==> config.mk <==
export PLATFORM = sky130hd
export DESIGN_NAME = pam_seq
export DESIGN_NICKNAME = d
export VERILOG_FILES = /design/src/design/pam_pkg.sv /design/src/design/pam_seq.sv
export SDC_FILE = /design/constraint.sdc
export NUM_CORES = 1
export LEC_CHECK = 0
export BUFFER_PORTS_ARGS = -buffer_cell sky130_fd_sc_hd__buf_2
export CAP_MARGIN = 10
export CORE_MARGIN = 2
export CORE_UTILIZATION = 35
export DETAILED_ROUTE_END_ITERATION = 7
export PLACE_DENSITY = 0.52
export SETUP_SLACK_MARGIN = 0.05
export SLEW_MARGIN = 20
export SYNTH_ARGS = -nofsm -noshare
export SYNTH_HDL_FRONTEND = slang
export SYNTH_SLANG_ARGS = --single-unit
==> constraint.sdc <==
create_clock -name ref_clk -period 4.2 [get_ports ref_clk]
set_input_delay 0.42 -clock ref_clk [delete_from_list [all_inputs] [get_ports ref_clk]]
set_output_delay 0.42 -clock ref_clk [all_outputs]
set_load 0.01 [all_outputs]
==> src/design/pam_pkg.sv <==
/*
  Constants, register map and state types of the proximity and
  ambient measurement sequencer.
  Assumes a 125 MHz reference clock.
*/
package pam_pkg;

  // Timing
  localparam int CLK_NS        = 8;
  localparam int INTEG_BASE_NS = 25600;
  localparam int BASE_CYC      = INTEG_BASE_NS / CLK_NS;

  // Register offsets
  localparam logic [7:0] A_CMD     = 8'h00;
  localparam logic [7:0] A_RESP    = 8'h01;
  localparam logic [7:0] A_CHANNEL_ENABLE_LIST  = 8'h02;
  localparam logic [7:0] A_LEDSEL  = 8'h03;
  localparam logic [7:0] A_LEDCUR  = 8'h04;
  localparam logic [7:0] A_ICFG    = 8'h05;
  localparam logic [7:0] A_ISTS    = 8'h06;
  localparam logic [7:0] A_PS_RATE = 8'h07;
  localparam logic [7:0] A_AL_RATE = 8'h08;
  localparam logic [7:0] A_VIS_CFG = 8'h09;
  localparam logic [7:0] A_IR_CFG  = 8'h0A;
  localparam logic [7:0] A_PS_THR0 = 8'h0B;
  localparam logic [7:0] A_PS_THR1 = 8'h0C;
  localparam logic [7:0] A_PS_THR2 = 8'h0D;
  localparam logic [7:0] A_AL_LO   = 8'h0E;
  localparam logic [7:0] A_AL_HI   = 8'h0F;
  localparam logic [7:0] A_PS_DAT0 = 8'h10;
  localparam logic [7:0] A_PS_DAT1 = 8'h11;
  localparam logic [7:0] A_PS_DAT2 = 8'h12;
  localparam logic [7:0] A_VIS_DAT = 8'h13;
  localparam logic [7:0] A_IR_DAT  = 8'h14;

  // Command codes
  localparam logic [3:0] C_NOP   = 4'h0;
  localparam logic [3:0] C_PS    = 4'h1;
  localparam logic [3:0] C_ALS   = 4'h2;
  localparam logic [3:0] C_PSALS = 4'h3;
  localparam logic [3:0] C_AUTO  = 4'h4;
  localparam logic [3:0] C_PAUSE = 4'h5;

  // Field positions in the interrupt configuration
  localparam int IC_SET  = 3;
  localparam int IC_ALS  = 4;
  localparam int IC_WIN  = 5;
  localparam int IC_WSEL = 6;

  // ADC channel codes
  localparam logic [1:0] CH_PS  = 2'h0;
  localparam logic [1:0] CH_VIS = 2'h1;
  localparam logic [1:0] CH_IR  = 2'h2;

  // Values after reset
  localparam logic [4:0]  RST_CHANNEL_ENABLE_LIST = 5'h1F;
  localparam logic [8:0]  RST_LEDSEL = 9'h111;
  localparam logic [11:0] RST_LEDCUR = 12'h000;
  localparam logic [3:0]  RST_INTEG  = 4'h0;

  typedef enum logic [1:0] {PAM_IDLE, PAM_PS_NEXT, PAM_AL_NEXT, PAM_CONV} pam_st_e;

  typedef struct packed {
    pam_st_e     st;
    logic [2:0]  idx;
    logic [19:0] cnt;
    logic [19:0] tick;
    logic        auto_ps;
    logic        auto_al;
    logic        pend_ps;
    logic        pend_al;
    logic [15:0] ps_tmr;
    logic [15:0] al_tmr;
    logic [4:0]  channel_enable_list;
    logic [8:0]  ledsel;
    logic [11:0] ledcur;
    logic [6:0]  icfg;
    logic [4:0]  ists;
    logic [2:0]  resp;
    logic [15:0] ps_rate;
    logic [15:0] al_rate;
    logic [3:0]  vis_cfg;
    logic [3:0]  ir_cfg;
    logic [2:0]  ps_above;
    logic [47:0] ps_thr;
    logic [15:0] al_lo;
    logic [15:0] al_hi;
    logic [47:0] ps_data;
    logic [15:0] vis;
    logic [15:0] ir;
    logic [16:0] sync1;
    logic [16:0] sync2;
    logic [15:0] rdata;
    logic        irq;
    logic [2:0]  led_on;
    logic        integ;
    logic [1:0]  sel;
    logic        rng;
  } pam_state_s;

endpackage

==> src/design/pam_seq.sv <==
/*
  Measurement sequencer: forced and autonomous proximity and ambient
  conversions, result registers, overflow report and interrupts.
  Assumes an external ADC whose result and overflow flag are stable
  at the end of each integration window.
*/
// The implementer's own choices: the address-and-strobe port and the placing of the registers.
`timescale 1ns/100ps

module pam_seq #(
  parameter int BASE_CYC = pam_pkg::BASE_CYC
) (
  // Clock and reset
  input  wire logic        ref_clk,
  input  wire logic        rstn,
  // Register port
  input  wire logic [7:0]  addr,
  input  wire logic [15:0] wr_data,
  input  wire logic        wr_en,
  input  wire logic        rd_en,
  output logic      [15:0] rd_data,
  // ADC and LED drivers
  input  wire logic [15:0] adc_data,
  input  wire logic        adc_ovf,
  output logic             adc_integrate,
  output logic      [1:0]  adc_channel,
  output logic             adc_high_range,
  output logic      [2:0]  led_on,
  output logic      [11:0] led_current,
  // Interrupt
  output logic             irq
);

  pam_pkg::pam_state_s q;
  pam_pkg::pam_state_s n;
  logic [15:0] res;
  logic [15:0] thr;
  logic [3:0]  cfg;
  logic [2:0]  ovf_set;
  logic [4:0]  flg_set;
  logic        above;
  logic        tick_p;
  logic        win_hit;

  ////////////////////////////////////////////////////////////////////
  // Next state
  always_comb begin
    n       = q;
    ovf_set = 3'h0;
    flg_set = 5'h00;
    above   = 1'b0;
    win_hit = 1'b0;
    n.sync1 = {adc_ovf, adc_data};
    n.sync2 = q.sync1;
    n.rdata = 16'h0000;
    n.irq   = |(q.ists & q.icfg[4:0]);
    res     = q.sync2[16] ? 16'hFFFF : q.sync2[15:0];
    thr     = q.ps_thr[{q.idx[1:0], 4'h0} +: 16];
    cfg     = (q.idx == 3'h3) ? q.vis_cfg : q.ir_cfg;
    tick_p  = (q.tick == 20'(BASE_CYC - 1));

    // Sequencer
    unique case (q.st)
      pam_pkg::PAM_IDLE: begin
        if (q.pend_ps) begin
          n.pend_ps = 1'b0;
          n.idx     = 3'h0;
          n.st      = pam_pkg::PAM_PS_NEXT;
        end else if (q.pend_al) begin
          n.pend_al = 1'b0;
          n.idx     = 3'h3;
          n.st      = pam_pkg::PAM_AL_NEXT;
        end
      end
      pam_pkg::PAM_PS_NEXT: begin
        if (q.idx == 3'h3) begin
          flg_set[pam_pkg::IC_SET] = 1'b1;
          n.st = pam_pkg::PAM_IDLE;
        end else if (q.channel_enable_list[q.idx]) begin
          n.cnt    = 20'(BASE_CYC - 1);
          n.led_on = q.ledsel[3 * q.idx[1:0] +: 3];
          n.integ  = 1'b1;
          n.sel    = pam_pkg::CH_PS;
          n.rng    = 1'b0;
          n.st     = pam_pkg::PAM_CONV;
        end else begin
          n.idx = q.idx + 3'h1;
        end
      end
      pam_pkg::PAM_AL_NEXT: begin
        if (q.idx == 3'h5) begin
          n.st = pam_pkg::PAM_IDLE;
        end else if (q.channel_enable_list[q.idx]) begin
          n.cnt   = (20'(BASE_CYC) << cfg[2:0]) - 20'h00001;
          n.integ = 1'b1;
          n.sel   = (q.idx == 3'h3) ? pam_pkg::CH_VIS : pam_pkg::CH_IR;
          n.rng   = cfg[3];
          n.st    = pam_pkg::PAM_CONV;
        end else begin
          n.idx = q.idx + 3'h1;
        end
      end
      pam_pkg::PAM_CONV: begin
        if (q.cnt != 20'h00000) begin
          n.cnt = q.cnt - 20'h00001;
        end else begin
          n.integ  = 1'b0;
          n.led_on = 3'h0;
          n.idx    = q.idx + 3'h1;
          if (q.idx < 3'h3) begin
            n.st = pam_pkg::PAM_PS_NEXT;
            n.ps_data[{q.idx[1:0], 4'h0} +: 16] = res;
            ovf_set[0] = q.sync2[16];
            above = (res >= thr);
            n.ps_above[q.idx[1:0]] = above;
            if (q.icfg[q.idx[1:0]] && above != q.ps_above[q.idx[1:0]]) begin
              flg_set[q.idx[1:0]] = 1'b1;
            end
          end else begin
            n.st = pam_pkg::PAM_AL_NEXT;
            if (q.idx == 3'h3) begin
              n.vis      = res;
              ovf_set[1] = q.sync2[16];
            end else begin
              n.ir       = res;
              ovf_set[2] = q.sync2[16];
            end
            win_hit = (res < q.al_lo) || (res > q.al_hi);
            if (!q.icfg[pam_pkg::IC_WIN]) begin
              flg_set[pam_pkg::IC_ALS] = 1'b1;
            end else if (q.icfg[pam_pkg::IC_WSEL] == (q.idx == 3'h4)) begin
              flg_set[pam_pkg::IC_ALS] = win_hit;
            end
          end
        end
      end
    endcase

    // Register writes
    if (wr_en) begin
      case (addr)
        pam_pkg::A_CMD: begin
          case (wr_data[3:0])
            pam_pkg::C_NOP:   n.resp = 3'h0;
            pam_pkg::C_PS:    n.pend_ps = 1'b1;
            pam_pkg::C_ALS:   n.pend_al = 1'b1;
            pam_pkg::C_PSALS: begin
              n.pend_ps = 1'b1;
              n.pend_al = 1'b1;
            end
            pam_pkg::C_AUTO:  begin
              n.auto_ps = 1'b1;
              n.auto_al = 1'b1;
            end
            pam_pkg::C_PAUSE: begin
              n.auto_ps = 1'b0;
              n.auto_al = 1'b0;
            end
            default: ;
          endcase
        end
        pam_pkg::A_CHANNEL_ENABLE_LIST:  n.channel_enable_list = wr_data[4:0];
        pam_pkg::A_LEDSEL:  n.ledsel = wr_data[8:0];
        pam_pkg::A_LEDCUR:  n.ledcur = wr_data[11:0];
        pam_pkg::A_ICFG:    n.icfg = wr_data[6:0];
        pam_pkg::A_ISTS:    n.ists = q.ists & ~wr_data[4:0];
        pam_pkg::A_PS_RATE: n.ps_rate = wr_data;
        pam_pkg::A_AL_RATE: n.al_rate = wr_data;
        pam_pkg::A_VIS_CFG: n.vis_cfg = wr_data[3:0];
        pam_pkg::A_IR_CFG:  n.ir_cfg = wr_data[3:0];
        pam_pkg::A_PS_THR0: n.ps_thr[15:0] = wr_data;
        pam_pkg::A_PS_THR1: n.ps_thr[31:16] = wr_data;
        pam_pkg::A_PS_THR2: n.ps_thr[47:32] = wr_data;
        pam_pkg::A_AL_LO:   n.al_lo = wr_data;
        pam_pkg::A_AL_HI:   n.al_hi = wr_data;
        default: ;
      endcase
    end

    // Register reads
    if (rd_en) begin
      case (addr)
        pam_pkg::A_RESP:    n.rdata = {13'h0000, q.resp};
        pam_pkg::A_CHANNEL_ENABLE_LIST:  n.rdata = {11'h000, q.channel_enable_list};
        pam_pkg::A_LEDSEL:  n.rdata = {7'h00, q.ledsel};
        pam_pkg::A_LEDCUR:  n.rdata = {4'h0, q.ledcur};
        pam_pkg::A_ICFG:    n.rdata = {9'h000, q.icfg};
        pam_pkg::A_ISTS:    n.rdata = {11'h000, q.ists};
        pam_pkg::A_PS_RATE: n.rdata = q.ps_rate;
        pam_pkg::A_AL_RATE: n.rdata = q.al_rate;
        pam_pkg::A_VIS_CFG: n.rdata = {12'h000, q.vis_cfg};
        pam_pkg::A_IR_CFG:  n.rdata = {12'h000, q.ir_cfg};
        pam_pkg::A_PS_THR0: n.rdata = q.ps_thr[15:0];
        pam_pkg::A_PS_THR1: n.rdata = q.ps_thr[31:16];
        pam_pkg::A_PS_THR2: n.rdata = q.ps_thr[47:32];
        pam_pkg::A_AL_LO:   n.rdata = q.al_lo;
        pam_pkg::A_AL_HI:   n.rdata = q.al_hi;
        pam_pkg::A_PS_DAT0: n.rdata = q.ps_data[15:0];
        pam_pkg::A_PS_DAT1: n.rdata = q.ps_data[31:16];
        pam_pkg::A_PS_DAT2: n.rdata = q.ps_data[47:32];
        pam_pkg::A_VIS_DAT: n.rdata = q.vis;
        pam_pkg::A_IR_DAT:  n.rdata = q.ir;
        default:            n.rdata = 16'h0000;
      endcase
    end

    // Autonomous timers, in base integration ticks
    n.tick = tick_p ? 20'h00000 : q.tick + 20'h00001;
    if (!q.auto_ps || q.ps_rate == 16'h0000) begin
      n.ps_tmr = 16'h0000;
    end else if (tick_p) begin
      if (q.ps_tmr >= q.ps_rate - 16'h0001) begin
        n.ps_tmr  = 16'h0000;
        n.pend_ps = 1'b1;
      end else begin
        n.ps_tmr = q.ps_tmr + 16'h0001;
      end
    end
    if (!q.auto_al || q.al_rate == 16'h0000) begin
      n.al_tmr = 16'h0000;
    end else if (tick_p) begin
      if (q.al_tmr >= q.al_rate - 16'h0001) begin
        n.al_tmr  = 16'h0000;
        n.pend_al = 1'b1;
      end else begin
        n.al_tmr = q.al_tmr + 16'h0001;
      end
    end

    // Hardware sets win over software clears
    n.resp = n.resp | ovf_set;
    n.ists = n.ists | flg_set;
  end

  ////////////////////////////////////////////////////////////////////
  // State register
  always_ff @(posedge ref_clk or negedge rstn) begin
    if (!rstn) begin
      q         <= '0;
      q.st      <= pam_pkg::PAM_IDLE;
      q.channel_enable_list  <= pam_pkg::RST_CHANNEL_ENABLE_LIST;
      q.ledsel  <= pam_pkg::RST_LEDSEL;
      q.ledcur  <= pam_pkg::RST_LEDCUR;
      q.vis_cfg <= pam_pkg::RST_INTEG;
      q.ir_cfg  <= pam_pkg::RST_INTEG;
    end else begin
      q <= n;
    end
  end

  assign rd_data        = q.rdata;
  assign adc_integrate  = q.integ;
  assign adc_channel    = q.sel;
  assign adc_high_range = q.rng;
  assign led_on         = q.led_on;
  assign led_current    = q.ledcur;
  assign irq            = q.irq;

  ////////////////////////////////////////////////////////////////////
  // Checks
  logic [19:0] ilen;
  logic [19:0] iexp;
  logic        conv_end;
  logic        nop_wr;
  logic        in_win;

  assign conv_end = (q.st == pam_pkg::PAM_CONV) && (q.cnt == 20'h00000);
  assign nop_wr   = wr_en && addr == pam_pkg::A_CMD && wr_data[3:0] == pam_pkg::C_NOP;
  assign in_win   = (res >= q.al_lo) && (res <= q.al_hi);

  always_ff @(posedge ref_clk or negedge rstn) begin
    if (!rstn) begin
      ilen <= 20'h00000;
      iexp <= 20'h00000;
    end else begin
      ilen <= q.integ ? ilen + 20'h00001 : 20'h00000;
      if (!q.integ && n.integ) begin
        iexp <= n.cnt + 20'h00001;
      end
    end
  end
endmodule

==> summary.txt <==
Placed design
  – Cells after DPL: 2855
  – Routability cong.: 0.935
  – Count of input and output buffers: 80
  – HPWL after detailed placement: 48400 µm

Synth
  – Distinct cells, synth: 84
  – Flop and latch count out of synthesis: 382
  – Post-synth EDFFs: 0
  – Netlist Area Pre-Place: 21000 µm²
  – Share of flip-flops with an asynchronous set or reset after synthesis: 1.00
  – Part of the Yosys area used for sequential elements: 0.456
  – Mean area per synthesized cell: just over 10 µm²
  – Number of nets produced by synthesis: 2222
  – Gate count of the mapped netlist: 2078
  – Predominant post-synthesis flop cell: dfrtp_1
  – Yosys Warn Count: 0

STA
  – Maximum operating frequency: 264 MHz
  – Number of max-slew violations in the final report: 0
  – Number of endpoints with negative hold slack in the final report: 0
  – Clock tree skew after final layout: 0.0139 ns
  – Total negative slack: 0 ns
  – Smallest hold slack: 0.185 ns
  – Relative slew slack: 0.352
  – Shortest clock period the worst path allows after layout: 3.79 ns
  – Count of endpoints failing setup in the final report: 0
  – Worst slew pin tran: slightly below 1 ns
  – RSZ-0062 raised after global routing: no
  – Final clock period utilization by the worst path: 0.903

Clocking
  – Clock Sink Count: 382
  – Clock-pin transition on the worst setup and hold timing paths: 0.06 ns
  – Cell at the root of the clock tree: clkbuf_16
  – Max Root-Sink Buffers: 3
  – Number of buffers inserted during clock tree synthesis: between 40 and 50
  – Post-CTS Resized: 0
  – Clock tree from TritonCTS: built
  – Insertion delay of the later-clocked pin in the worst-skew pair: about 0.59 ns
  – Number of H-tree branching levels: 2

Floorplanning
  – Die outline width: 249 µm
  – Die ar.: 62000 µm²
  – Initial cell density of the core: 0.355
  – Core outline area: 59100 µm²
  – Num rows: 89
  – Boundary Pins: 81
  – Die outline height: 249 µm

Critical path
  – Cell Chain, Critical Path: nor2_1, inv_1, ha_1, and4_1, and3_1, a221oi_1, o211ai_2, xnor2_1, nor3b_1, a22o_1
  – Register-to-Register Path Depth: 10
  – Critical-path cell with the highest stage delay: dfrtp_1
  – Category of the critical setup timing path: reg2reg
  – Critical Path Source Type: flop
  – Critical R2R Launch: q[40]
  – Critical path required time: between 4 and 5 ns
  – Setup slack, reg-to-reg: 0.41 ns
  – Reg2reg end: q[265]
  – Kind of capture point of the worst setup path: flop
  – Data arrival time of the worst path: 4.31 ns
  – Crit path largest cell delay: 0.66 ns
  – Highest net fanout along the worst path: 18

Detailed routing
  – Violation count after the first detailed-routing iteration: 1354
  – Count of vias placed by the detailed router: between 15000 and 20000
  – Antenna Violating Nets Remaining: 0
  – Remaining routing DRC violations: 0
  – Number of vias per cell after detailed routing: between 5 and 6
  – Overall routed net length: 66500 µm
  – Average wire per standard cell: 22.5 µm
  – Length of the first detailed-routing pass in iterations: 5

Finish
  – Post-synthesis to final-layout area growth: 13.8%
  – Leading cell types in the layout, fill and taps excluded: dfrtp_1 (373), nand2_1 (263), mux2_2 (151)
  – Post-route core utilization: 0.404
  – Antenna cells: 0
  – Ratio of cells with drive above 1 in the final layout: 0.195
  – Final standard cell count with taps included and fillers excluded: 2952
  – Number of nets in the finished design: approximately 2300
  – Commonest non-fill, non-tap cell in the layout: dfrtp_1

Global route
  – Total routing usage reported by global routing: 0.214
  – Via count of the first global-routing pass: 16600
  – Remaining Overflow, GRT: 0
  – Number of antenna violations at the first check in global routing: 0
  – Global-route wire length before repair: 102000 µm
  – Maximum number of pins on one net before global-route repair: 96

Min path
  – Hold Path End: q[149]
  – Worst hold path class: in2reg
  – Hold path cells: 3
  – Worst min-delay path startpoint: wr_data[11]

Power
  – Maximum VDD drop: 0.288 mV
  – Leakage power of the design: 10.7 nW
  – Power density over the cells: 449 nW/µm²
  – Overall power after layout: 10.7 mW

Run status
  – Status: finished clean

Run
  – Max cap viols: 0
[area by class of cell]
type,count,area [µm²]
well taps,773,967
clock inverters,15,161
inverters,75,282
fillers,5752,35200
multi-input cells,1478,10400
clock buffers,64,1350
flip-flops and latches,382,9570
repair buffers,165,1140
[critical path: cells and delay by family (launching register included)]
kind	cells	cell delay [ns]
adders and majority gates	1	0.35
buffers and inverters	1	0.18
AOI/OAI and AO/OA	3	1.00
DFF	1	0.66
and+or+nand+nor	4	1.30
xor gates and xnor gates	1	0.22
[what timing repair did]
item	in CTS	in global routing
hold buffers	18	0
endpoints found under the hold margin	102	0
buffers inserted	0	0
[per-layer routing]
metal  GRT usage  wire length [µm]  vias up
met5           0                 0        -
met2       0.335             29800      568
li1            -                 -     7639
met3      0.0382              4240      121
met4      0.0812              2330        0
met1       0.295             30100     8215
[how the worst max path moves through the flow]
stage | from | slack, ns | endpoint | cells after the start
CTS | q[40] | 0.45 | q[265] | 10
detailed placement | q[40] | 0.46 | q[265] | 10
global placement | q[40] | 0.60 | q[265] | 10
global route | q[40] | 0.27 | q[265] | 10
floorplan | q[378] | 0.78 | q[376] | 14
finish | q[40] | 0.41 | q[265] | 10
[kinds of logic after synthesis]
kind of cell / count (synthesis) / share of synthesized area
AND/OR/NAND/NOR: 632 / 0.141
AO/OA/AOI/OAI: 473 / 0.151
flip-flops: 382 / 0.456
buffers and inverters: 218 / 0.0483
multiplexers: 218 / 0.122
adder cells (fa/ha/maj): 99 / 0.0590
XOR/XNOR: 56 / 0.0234
[state kept, by name (all words and copies together) (netlist names)]
signal	count
rd_data	16
led_on	3
adc_high_range	1
led_current	12
adc_channel	2
adc_integrate	1
n	17
q	329
irq	1
[report_power, final]
part	internal, mW	total, mW	switching, mW
clock	2.42	4.04	1.62
sequential	3.96	4.26	0.305
combinational	0.867	2.44	1.57
total	7.24	10.7	3.49
[cell usage after synthesis, types with 9 or more instances]
master,instances,area share
inv_1,75,0.013
nand2_1,263,0.047
nor2b_1,11,0.0033
a22oi_1,36,0.013
buf_1,13,0.0023
a21o_1,22,0.0079
xnor2_1,35,0.015
dfrtp_1,374,0.45
xor2_1,21,0.0088
a221oi_1,15,0.0063
and2_1,11,0.0033
buf_4,38,0.014
a31oi_1,23,0.0069
nand3_1,66,0.016
a21oi_1,79,0.019
nor4_1,19,0.0057
ha_1,99,0.059
o31ai_1,55,0.020
and3_1,19,0.0057
o21ai_0,129,0.031
mux2_2,151,0.081
nor2_1,120,0.021
buf_2,30,0.0072
nand4_1,19,0.0057
or3_1,10,0.0030
mux4_2,14,0.015
clkbuf_1,59,0.011
a22o_1,15,0.0063
o22ai_1,13,0.0039
mux2i_1,52,0.025
nor3_1,36,0.0086
nor3b_1,9,0.0032
[metrics by stage]
| step | setup slack [ns] | instance area (µm²) |
|---|---|---|
| floorplan | 0.780 | 21000 |
| global placement | 0.603 | 22200 |
| detailed placement | 0.459 | 22200 |
| CTS | 0.445 | 23900 |
| global route | 0.269 | 23900 |
| finish | 0.409 | 23900 |
Power figures use the tool's default switching activity.
